## src/smp_pkg.sv

```systemverilog
// Purpose: shared constants, states and helpers of the serial memory port
// Assumes: 20 MHz system clock on both ends
// Notes:   both ends and the bench import this package whole

package smp_pkg;

	// ===========================================================
	// command codes and frame sizes
	localparam logic [7:0] CMD_WRITE     = 8'h02;
	localparam logic [7:0] CMD_READ      = 8'h03;
	localparam logic [3:0] CMD_LAST_BIT  = 4'h7;   // index of last command bit
	localparam logic [3:0] WORD_LAST_BIT = 4'hF;   // index of last word bit
	localparam logic [1:0] RESET_SCLK_CYCLES = 2'h2;

	// ===========================================================
	// timing of the serial clock made by the master end
	localparam int CLK_PERIOD_NS = 50;
	localparam int SCLK_HALF_NS  = 500;
	localparam int SCLK_HALF_CYC = (SCLK_HALF_NS + CLK_PERIOD_NS - 1) / CLK_PERIOD_NS;
	localparam logic [3:0] SCLK_HALF_LAST = 4'(SCLK_HALF_CYC - 1);

	// ===========================================================
	// buffering and reset values
	localparam int FIFO_DEPTH = 16;
	localparam logic [15:0] WORD_ZERO = 16'h0000;

	// ===========================================================
	// state encodings
	typedef enum logic [5:0] {
		DS_IDLE   = 6'h01,
		DS_CMD    = 6'h02,
		DS_ADDR   = 6'h04,
		DS_WDATA  = 6'h08,
		DS_READ   = 6'h10,
		DS_IGNORE = 6'h20
	} smp_dev_state_e;

	typedef enum logic [5:0] {
		HS_IDLE = 6'h01,
		HS_RST  = 6'h02,
		HS_LOW  = 6'h04,
		HS_HIGH = 6'h08,
		HS_LOAD = 6'h10,
		HS_END  = 6'h20
	} smp_host_state_e;

	typedef enum logic [2:0] {
		PH_CMD  = 3'h1,
		PH_ADDR = 3'h2,
		PH_DATA = 3'h4
	} smp_phase_e;

	// ===========================================================
	// shift one bit into a word, msb first
	function automatic logic [15:0] smp_shift_in(input logic [15:0] word, input logic bitIn);
		return {word[14:0], bitIn};
	endfunction

endpackage

```

## src/smp_if.sv

```systemverilog
// Purpose: four-wire link between master end and memory port end
// Assumes: plain push-pull wires, master makes the serial clock
// Notes:   no clocking block; both ends sample through their own flops

interface smp_if;

	// ===========================================================
	// link wires
	logic portSelectN;
	logic sclk;
	logic mosi;
	logic miso;

	modport device (
		input  portSelectN,
		input  sclk,
		input  mosi,
		output miso
	);

	modport master (
		output portSelectN,
		output sclk,
		output mosi,
		input  miso
	);

endinterface

```

## src/smp_fifo.sv

```systemverilog
// Purpose: small synchronous fifo with valid/ready on both sides
// Assumes: DEPTH is a power of two
// Notes:   inReady is registered; outData shows the head word

module smp_fifo #(
	parameter int WIDTH = 16,
	parameter int DEPTH = 16
) (
	input  wire logic             clk,
	input  wire logic             rst,
	input  wire logic [WIDTH-1:0] inData,
	input  wire logic             inValid,
	output logic                  inReady,
	output logic      [WIDTH-1:0] outData,
	output logic                  outValid,
	input  wire logic             outReady
);

	localparam int AW = $clog2(DEPTH);

	typedef struct packed {
		logic [AW-1:0] wrPtr;
		logic [AW-1:0] rdPtr;
		logic [AW:0]   count;
		logic          ready;
	} smp_fifo_s;

	smp_fifo_s        r_reg;
	smp_fifo_s        r_next;
	logic [WIDTH-1:0] mem [DEPTH];
	logic             push;
	logic             pop;

	// ===========================================================
	// handshakes on both sides
	assign push     = inValid & r_reg.ready;
	assign pop      = outValid & outReady;
	assign outValid = (r_reg.count != '0);
	assign outData  = mem[r_reg.rdPtr];
	assign inReady  = r_reg.ready;

	// pointer and level update
	always_comb begin
		r_next = r_reg;
		if (push) begin
			r_next.wrPtr = r_reg.wrPtr + 1'b1;
		end
		if (pop) begin
			r_next.rdPtr = r_reg.rdPtr + 1'b1;
		end
		r_next.count = r_reg.count + (AW+1)'(push) - (AW+1)'(pop);
		r_next.ready = (r_next.count != (AW+1)'(DEPTH));
	end

	// state registers
	always_ff @(posedge clk or posedge rst) begin
		if (rst) begin
			r_reg <= '{wrPtr: '0, rdPtr: '0, count: '0, ready: 1'b1};
		end else begin
			r_reg <= r_next;
		end
	end

	// storage, no reset needed
	always_ff @(posedge clk) begin
		if (push) begin
			mem[r_reg.wrPtr] <= inData;
		end
	end

endmodule

```

## src/smp_host.sv

```systemverilog
// Purpose: master end that runs reset, command, address and data words
// Assumes: write words are queued in the fifo before or during a write
// Notes:   serial clock stalls low while the fifo is empty

module smp_host
	import smp_pkg::*;
(
	input  wire logic        clk,
	input  wire logic        rst,
	smp_if.master            link,
	input  wire logic        start,
	input  wire logic [7:0]  startCmd,
	input  wire logic [15:0] startAddr,
	input  wire logic [15:0] startWords,
	input  wire logic [15:0] wrData,
	input  wire logic        wrValid,
	output logic             wrReady,
	output logic             busy,
	output logic             done,
	output logic [15:0]      rdData,
	output logic             rdValid,
	output logic             rdCheck
);

	typedef struct packed {
		smp_host_state_e state;
		smp_phase_e      phase;
		logic [1:0]      misoSy;
		logic [3:0]      tick;
		logic [1:0]      edges;
		logic [3:0]      bitCnt;
		logic [15:0]     wordsLeft;
		logic            readMode;
		logic            firstWord;
		logic [15:0]     txSh;
		logic [15:0]     rxSh;
		logic [15:0]     addr;
		logic            sclk;
		logic            csn;
		logic            mosi;
		logic            busy;
		logic            done;
		logic [15:0]     rdData;
		logic            rdValid;
		logic            rdCheck;
	} smp_host_s;

	smp_host_s   r_reg;
	smp_host_s   r_next;
	logic [15:0] fifoData;
	logic        fifoValid;
	logic        halfDone;

	// ===========================================================
	// write word buffer
	smp_fifo #(
		.WIDTH (16),
		.DEPTH (FIFO_DEPTH)
	) u_fifo (
		.clk      (clk),
		.rst      (rst),
		.inData   (wrData),
		.inValid  (wrValid),
		.inReady  (wrReady),
		.outData  (fifoData),
		.outValid (fifoValid),
		.outReady (r_reg.state == HS_LOAD)
	);

	assign halfDone         = (r_reg.tick == SCLK_HALF_LAST);
	assign link.portSelectN = r_reg.csn;
	assign link.sclk        = r_reg.sclk;
	assign link.mosi        = r_reg.mosi;
	assign busy             = r_reg.busy;
	assign done             = r_reg.done;
	assign rdData           = r_reg.rdData;
	assign rdValid          = r_reg.rdValid;
	assign rdCheck          = r_reg.rdCheck;

	// ===========================================================
	// sequencer
	always_comb begin
		r_next         = r_reg;
		r_next.done    = 1'b0;
		r_next.rdValid = 1'b0;
		r_next.misoSy  = {r_reg.misoSy[0], link.miso};
		r_next.tick    = halfDone ? 4'h0 : r_reg.tick + 4'h1;
		case (r_reg.state)
			HS_IDLE: begin
				r_next.tick = 4'h0;
				if (start) begin
					r_next.busy      = 1'b1;
					r_next.edges     = 2'h0;
					r_next.readMode  = (startCmd == CMD_READ);
					r_next.txSh      = {startCmd, 8'h00};
					r_next.addr      = startAddr;
					r_next.wordsLeft = startWords;
					r_next.state     = HS_RST;
				end
			end
			HS_RST: begin
				// toggle the clock with select high to reset the port
				if (halfDone) begin
					r_next.sclk = ~r_reg.sclk;
					if (!r_reg.sclk) begin
						r_next.edges = r_reg.edges + 2'h1;
					end else if (r_reg.edges == RESET_SCLK_CYCLES) begin
						r_next.csn    = 1'b0;
						r_next.phase  = PH_CMD;
						r_next.bitCnt = CMD_LAST_BIT;
						r_next.state  = HS_LOW;
					end
				end
			end
			HS_LOW: begin
				r_next.mosi = r_reg.txSh[15];
				if (halfDone) begin
					r_next.sclk  = 1'b1;
					r_next.rxSh  = smp_shift_in(r_reg.rxSh, r_reg.misoSy[1]);
					r_next.state = HS_HIGH;
				end
			end
			HS_HIGH: begin
				if (halfDone) begin
					r_next.sclk   = 1'b0;
					r_next.txSh   = {r_reg.txSh[14:0], 1'b0};
					r_next.bitCnt = r_reg.bitCnt - 4'h1;
					r_next.state  = HS_LOW;
					if (r_reg.bitCnt == 4'h0) begin
						r_next.bitCnt = WORD_LAST_BIT;
						case (r_reg.phase)
							PH_CMD: begin
								r_next.txSh  = r_reg.addr;
								r_next.phase = PH_ADDR;
							end
							PH_ADDR: begin
								r_next.phase     = PH_DATA;
								r_next.txSh      = WORD_ZERO;
								r_next.firstWord = 1'b1;
								if (!r_reg.readMode) begin
									r_next.state = (r_reg.wordsLeft == WORD_ZERO) ? HS_END : HS_LOAD;
								end
							end
							default: begin
								if (r_reg.readMode) begin
									// first word back is the check word
									r_next.rdValid   = 1'b1;
									r_next.rdData    = r_reg.rxSh;
									r_next.rdCheck   = r_reg.firstWord;
									r_next.firstWord = 1'b0;
									if (!r_reg.firstWord) begin
										r_next.wordsLeft = r_reg.wordsLeft - 16'h0001;
									end
									if (r_next.wordsLeft == WORD_ZERO && !(r_reg.firstWord && r_reg.wordsLeft != WORD_ZERO)) begin
										r_next.state = HS_END;
									end
								end else begin
									r_next.wordsLeft = r_reg.wordsLeft - 16'h0001;
									r_next.state     = (r_reg.wordsLeft == 16'h0001) ? HS_END : HS_LOAD;
								end
							end
						endcase
					end
				end
			end
			HS_LOAD: begin
				// clock stays low until a write word is available
				r_next.tick = 4'h0;
				if (fifoValid) begin
					r_next.txSh  = fifoData;
					r_next.state = HS_LOW;
				end
			end
			HS_END: begin
				if (halfDone) begin
					r_next.csn   = 1'b1;
					r_next.busy  = 1'b0;
					r_next.done  = 1'b1;
					r_next.state = HS_IDLE;
				end
			end
			default: begin
				r_next.state = HS_IDLE;
			end
		endcase
	end

	// ===========================================================
	// state register
	always_ff @(posedge clk or posedge rst) begin
		if (rst) begin
			r_reg <= '{
				state: HS_IDLE, phase: PH_CMD, misoSy: 2'h0, tick: 4'h0, edges: 2'h0,
				bitCnt: 4'h0, wordsLeft: WORD_ZERO, readMode: 1'b0, firstWord: 1'b0,
				txSh: WORD_ZERO, rxSh: WORD_ZERO, addr: WORD_ZERO, sclk: 1'b0,
				csn: 1'b1, mosi: 1'b0, busy: 1'b0, done: 1'b0, rdData: WORD_ZERO,
				rdValid: 1'b0, rdCheck: 1'b0
			};
		end else begin
			r_reg <= r_next;
		end
	end

endmodule

```

## src/flat_wrapper.sv

```systemverilog
// flat-port wrapper written by rule: the top's interface ports become plain ports
module smp_host_flat import smp_pkg::*;
  (clk, rst, start, startCmd, startAddr, startWords, wrData, wrValid, wrReady, busy, done, rdData, rdValid, rdCheck, link_portSelectN, link_sclk, link_mosi, link_miso);
  smp_if link_i ();
  input  wire logic clk;
  input  wire logic rst;
  input  wire logic start;
  input  wire logic [7:0] startCmd;
  input  wire logic [15:0] startAddr;
  input  wire logic [15:0] startWords;
  input  wire logic [15:0] wrData;
  input  wire logic wrValid;
  output logic wrReady;
  output logic busy;
  output logic done;
  output logic [15:0] rdData;
  output logic rdValid;
  output logic rdCheck;
  output wire logic [$bits(link_i.portSelectN)-1:0] link_portSelectN;
  output wire logic [$bits(link_i.sclk)-1:0] link_sclk;
  output wire logic [$bits(link_i.mosi)-1:0] link_mosi;
  input wire logic [$bits(link_i.miso)-1:0] link_miso;
  assign link_portSelectN = link_i.portSelectN;
  assign link_sclk = link_i.sclk;
  assign link_mosi = link_i.mosi;
  assign link_i.miso = link_miso;
  smp_host u_core (.clk(clk), .rst(rst), .link(link_i), .start(start), .startCmd(startCmd), .startAddr(startAddr), .startWords(startWords), .wrData(wrData), .wrValid(wrValid), .wrReady(wrReady), .busy(busy), .done(done), .rdData(rdData), .rdValid(rdValid), .rdCheck(rdCheck));
endmodule
```

## config.mk

```make
export PLATFORM = sky130hd
export DESIGN_NAME = smp_host_flat
export DESIGN_NICKNAME = d
export VERILOG_FILES = /design/src/smp_pkg.sv /design/src/smp_if.sv /design/src/smp_fifo.sv /design/src/smp_host.sv /design/src/flat_wrapper.sv
export SDC_FILE = /design/constraint.sdc
export NUM_CORES = 1
export LEC_CHECK = 0
export BUFFER_PORTS_ARGS = -buffer_cell sky130_fd_sc_hd__clkbuf_2
export CORE_MARGIN = 4
export CORE_UTILIZATION = 45
export CTS_CLUSTER_SIZE = 8
export DETAILED_ROUTE_END_ITERATION = 10
export PLACE_DENSITY = 0.63
export SLEW_MARGIN = 20
export SYNTH_ARGS = -nofsm -noshare
export SYNTH_HDL_FRONTEND = slang
export SYNTH_SLANG_ARGS = --single-unit
```

## constraint.sdc

```tcl
create_clock -name clk -period 8.1 [get_ports clk]
set_input_delay 0.405 -clock clk [delete_from_list [all_inputs] [get_ports clk]]
set_output_delay 0.405 -clock clk [all_outputs]
set_load 0.005 [all_outputs]
```

### After elaboration in Yosys (flattened, before gate mapping)

Memories as Yosys holds them, arrays and structs flattened.
Index checks and enable logic that the tools add are counted.

* bits in writable memories: 256
* memories: 1
* register bits after elaboration: 124
* output and inout bits: 24
* ROM bits: 0
* latch bits: 0
* input bits: 61

* add/subtract/negate cells: 8
* bitwise operators: 5
* div/mod/pow operators: 0
* shifts and indexed selects: 0
* mux-type cells: 65
* magnitude comparators: 0
* multipliers: 0
* reductions and logical operators: 31
* equal/unequal tests: 25

Memory list
* u_core.u_fifo.mem: depth 16, width 16, read ports 1, clocked after Yosys merged registers in 0, wr ports 1, RTL line smp_fifo.sv:30 `logic [WIDTH-1:0] mem [DEPTH];`

Operators with widths (number)
* $mux W16: 12
* $pmux W16 S2: 2
* $mux W6: 10
* $pmux W16 S3: 1
* $mux W9: 5
* $mux W20: 2
* $pmux W6 S6: 1
* $logic_not A16 Y1: 2
* $reduce_and A5 Y1: 5
* $mux W2: 9
* $mux W17: 1
* $eq A16 B1 Y1 const B: 1
* $mux W4: 4
* $reduce_bool A16 Y1: 1
* $sub A16 B1 Y16 const B: 1
* $ne A2 B1 Y1 const B: 7
* $add A4 B1 Y4 const B: 3
* $pmux W3 S2: 2
* $pmux W6 S2: 1
* $reduce_and A4 Y1: 3
* $reduce_bool A2 Y1: 6
* $mux W1: 9
* $eq A8 B2 Y1 const B: 1
* $ne A2 B2 Y1 const B: 4
* other kinds (32): 41

### Logic depth before layout (Yosys ltp)

* depth after elaboration: 15
* gate-level depth with buffers: 17

### By module

Synthesis repeated with hierarchy kept, for this count alone.

* cell total of the unflattened synthesis: 1067
* area, all modules: 16141.7 um^2

Modules (own cells, without submodules)
* smp_fifo: cells an instance 474, area an instance 10445.0 um^2, times used 1
* smp_host: cells an instance 593, area an instance 5696.7 um^2, times used 1

### Worst setup path before layout

Ideal clock, no wire load.

* path type: flip-flop to flip-flop
* from: register u_core.r_reg[107] (netlist bit)
* to: register u_core.u_fifo.r_reg, in the netlist u_core.u_fifo.inReady
* library setup time: 0.086 ns
* setup slack: 5.219 ns
* cell stages (with the launch flop): 18
* arrival: 2.795 ns
* required time: 8.014 ns
* cells stage by stage: dfrtp_1 > buf_2 > nor2_1 > and3_1 > buf_2 > inv_1 > nor2_1 > ha_1 > inv_1 > ha_1 > inv_1 > fa_1 > inv_1 > a21oi_1 > nor2_1 > nor2_1 > xnor2_1 > nand3b_1

RTL lines
* start, declared: RTL line smp_host.sv:48 `smp_host_s r_reg;`
* start signal, assigned: RTL line smp_host.sv:192 `r_reg <= '{`
* start signal, assigned: RTL line smp_host.sv:200 `r_reg <= r_next;`
* end signal, assigned: RTL line smp_fifo.sv:58 `r_reg <= '{wrPtr: '0, rdPtr: '0, count: '0, ready: 1'b1};`
* end signal, assigned: RTL line smp_fifo.sv:60 `r_reg <= r_next;`
* end, declared: RTL line smp_fifo.sv:28 `smp_fifo_s r_reg;`

### Final worst setup path

* from: register u_core.r_reg[89] (netlist bit)
* to: register u_core.r_reg[65] (netlist bit)

* word-level cells in the longest chain between the ends: 4

RTL lines
* $logic_not A4 Y1: RTL line smp_host.sv:129 `if (r_reg.bitCnt == 4'h0) begin`
* $mux W16: RTL line smp_host.sv:129
* $mux W16: RTL line smp_host.sv:124 `if (halfDone) begin`
* $pmux W16 S3: RTL line smp_host.sv:88 `case (r_reg.state)`

No other way between the ends. The select of a mux whose other input is x is not followed.
A chain may end at the register's enable or synchronous reset.

==> impl_metrics.yaml <==
drt:
  remaining_drc_errors: 0
  wl_um: 34930
  via_per_inst: 5.729
  wl_per_cell_um: 21.87
  routed.top_layer: "met5"
  wl_met2_um: 17100
  ant_nets: 0
  vias: 9149
  drt-pass1-iter-count: 6
  first_iter_violations: 853
  wl_met3_um: 2325
  wl_met1_um: 14780
synth:
  ys_seq_area_share_pct: 67.74
  synth_top_area_share_pct: 48.24
  yosys.area.top_type: "edfxtp_1"
  syn_nets: 1097
  syn_inst: 1017
  synth_edf_count: 256
  synth_cell_types: 59
  avgSynthCellArea_um2: 15.67
  ys_ff_latch: 380
  syn-cell-area_um2: 15940
  synthArstFlopShare_pct: 32.63
  yosysWarnings: 0
  synth_area_leaders: "edfxtp_1 (48%), dfrtp_1 (19%), mux4_2 (11%)"
  synth_flop_cell: "edfxtp_1"
global_routing:
  grt_pass1_wl_um: 54500
  grt_usage_pct: 18.20
  grt.overflow.total: 0
  grt_pass1_vias: 9235
  antenna_found_initial: 1
  grt_max_degree: 67
sta:
  fin_skew_ns: 0.02151
  period_needed_ns: 3.730
  rsz0062_at_grt: "no"
  tns_ns: 0
  finalHoldViolCount: 0
  worstMarginPinSlew_ns: 1.125
  setup_viol: 0
  max_freq_ghz: 0.2681
  post-route-period-util_pct: 46.05
  relSlewSlack_pct: 24.60
  drv_slew: 0
worst_hold_path:
  hold_class: "in -> reg"
  hold_end: "u_core.r_reg[30]$_DFFE_PP0P_"
  min_from: "startAddr[7]"
  min_path_cells: 2
clock_network:
  htreeDepth: 2
  cts_resized: 0
  clock_latency_ns: 0.57
  cts_max_path_buffers: 3
  cts_buffers: 53
  clk_pin_slew_ns: 0.05
  cts-root-buf: "clkbuf_16"
  tritoncts: "built"
  numClockSinks: 380
power_and_ir_drop:
  p_int_w: 0.003995
  power.switching_w: 0.001552
  p_total_w: 0.005547
  power.leakage_nw: 6.681
  seqPwrFrac_pct: 46.6
  power.density_nw_per_um2: 302.7
  p_clk_share_pct: 36.2
  p_comb_share_pct: 17.2
  switching_share_pct: 27.97
  ir_drop_mv: 0.2005
placed_design:
  io_buffers: 84
  finalWeightedCongestion: 0.9123
  hpwl_um: 21640
cells_and_area:
  layout.nets: 1191
  n_antenna_cell: 0
  n_fill_cell: 2813
  area_growth_pct: 14.99
  drive_gt1_share_pct: 26.01
  largest_reg_flops: 256
run_status:
  status: "finished clean"
floorplan:
  die_area_um2: 38490
  die_x_um: 196.2
  start_util_pct: 45.91
  row_count: 68
  core-area_um2: 34710
  num_io_pins: 85
  dieHeight_um: 196.2
flow_run:
  drv_cap: 0
critical_path:
  reg2reg_depth: 7
  setup.worst_path.start_class: "register"
  arrival_ns: 4.20
  r2r-start: "u_core.r_reg[89]$_DFFE_PP0P_"
  reg2reg_slack_ns: 4.37
  worstSetupPathType: "reg -> reg"
  cp-end-kind: "register"
  worst_ep_required_time_ns: 8.57
  rr_endpoint: "u_core.r_reg[65]$_DFFE_PP0P_"
  critPathMaxFanout: 23
-- per-stage QoR --
step / cell area, um2 / instances / hold slack, ns / worst slack [ns] / util (%)
floorplan: 15940 / 1017 / 0.3312 / 4.402 / -
global placement: 16770 / 1509 / 0.3513 / 4.547 / 48.30
detailed placement: 16780 / 1509 / 0.3503 / 4.387 / 48.35
CTS: 18320 / 1597 / 0.05158 / 4.369 / 52.76
global route: 18330 / 1597 / 0.06276 / 4.097 / 52.79
finish: 18330 / 1597 / 0.06798 / 4.370 / 52.79
-- cells by family after synthesis --
family	count (synthesis)	synth area share [%]
muxes	114	13.71
DFF	380	67.74
and+or+nand+nor	242	7.027
adders and majority gates	19	1.539
xor gates and xnor gates	18	0.9892
buffers and inverters	89	2.669
AOI/OAI and AO/OA	155	6.328
-- synthesized netlist by cell type, types with 4 or more instances --
| master | instances |
|---|---|
| a22oi_1 | 8 |
| nor4_1 | 4 |
| buf_2 | 13 |
| inv_1 | 25 |
| a21o_1 | 5 |
| edfxtp_1 | 256 |
| o21ai_0 | 48 |
| and2_1 | 4 |
| ha_1 | 18 |
| clkbuf_1 | 27 |
| dfstp_2 | 4 |
| nor2b_1 | 8 |
| mux2_2 | 34 |
| buf_4 | 16 |
| nand3_1 | 9 |
| a31oi_1 | 13 |
| a22o_1 | 4 |
| nand2_1 | 92 |
| buf_1 | 6 |
| o31ai_1 | 5 |
| nor4b_1 | 6 |
| mux4_2 | 80 |
| nor2_1 | 73 |
| a21oi_1 | 33 |
| xor2_1 | 6 |
| nor3_1 | 14 |
| xnor2_1 | 12 |
| dfrtp_1 | 120 |
| nand4_1 | 7 |
| a32oi_1 | 4 |
| nand2b_1 | 5 |
| and3_1 | 6 |
| a222oi_1 | 15 |
-- layer usage --
metal | GRT usage, % | vias to the layer above
met3 | 3.229 | 58
met4 | 5.250 | 2
li1 | - | 4106
met1 | 25.81 | 4661
met2 | 29.27 | 322
met5 | 0 | -
-- power groups by stage --
| stage | Combinational (W) | Clock (W) | Sequential, W |
|---|---|---|---|
| 4_1_cts | 0.000958 | 0.00205 | 0.00258 |
| 3_5_place_dp | 0.000952 | 0 | 0.00262 |
| 3_3_place_gp | 0.000931 | 0 | 0.00261 |
| 6_report | 0.000953 | 0.00201 | 0.00259 |
| 2_1_floorplan | 0.000706 | 0 | 0.00253 |
| 5_1_grt | 0.00107 | 0.00214 | 0.00261 |
-- layout make-up --
| cell class | instances | area [um2] | share of cell area, % |
|---|---|---|---|
| sequential | 380 | 10800 | 58.94 |
| clock buffer | 83 | 1470 | 8.023 |
| tap | 455 | 569.3 | 3.107 |
| clock inverter | 3 | 42.54 | 0.2321 |
| multi-input combinational | 548 | 4778 | 26.08 |
| timing repair buffer | 103 | 568.0 | 3.100 |
| inverter | 25 | 96.34 | 0.5257 |
-- placed cells by master (no fill, tap or decap), types with 12 or more instances in the layout --
master,instances
ha_1,18
dfrtp_1,118
mux4_2,80
clkbuf_1,28
nand2_1,92
nor2_1,68
a222oi_1,15
a21oi_1,31
clkbuf_2,84
mux2_2,34
o21ai_0,48
a31oi_1,13
buf_4,17
inv_1,24
xnor2_1,12
edfxtp_1,256
clkbuf_16,54
-- how the worst max path moves through the flow --
stage	from	endpoint	slack, ns	cells after the start
3_5_place_dp	u_core.r_reg[89]$_DFFE_PP0P_	u_core.r_reg[65]$_DFFE_PP0P_	4.39	7
2_1_floorplan	rst	u_core.busy$_DFFE_PP0P_	4.40	1
3_3_place_gp	u_core.r_reg[89]$_DFFE_PP0P_	u_core.r_reg[67]$_DFFE_PP0P_	4.55	7
5_1_grt	u_core.r_reg[89]$_DFFE_PP0P_	u_core.r_reg[70]$_DFFE_PP0P_	4.10	7
4_1_cts	u_core.r_reg[89]$_DFFE_PP0P_	u_core.r_reg[65]$_DFFE_PP0P_	4.37	7
6_report	u_core.r_reg[89]$_DFFE_PP0P_	u_core.r_reg[65]$_DFFE_PP0P_	4.37	7
-- critical path: stages, from the launching register on --
cell      delay [ns]
dfrtp_1         0.40
inv_1           0.07
ha_1            0.21
nor3b_2         0.34
nand4_1         0.85
nor3_2          1.22
a222oi_1        0.31
a31oi_1         0.23
-- timing repair --
action	in CTS	in global routing
setup endpoints to repair	0	0
hold buffers	2	0
hold endpoints to repair	46	0
buffers inserted	0	0
No activity file was read; power rests on OpenSTA's default activity.
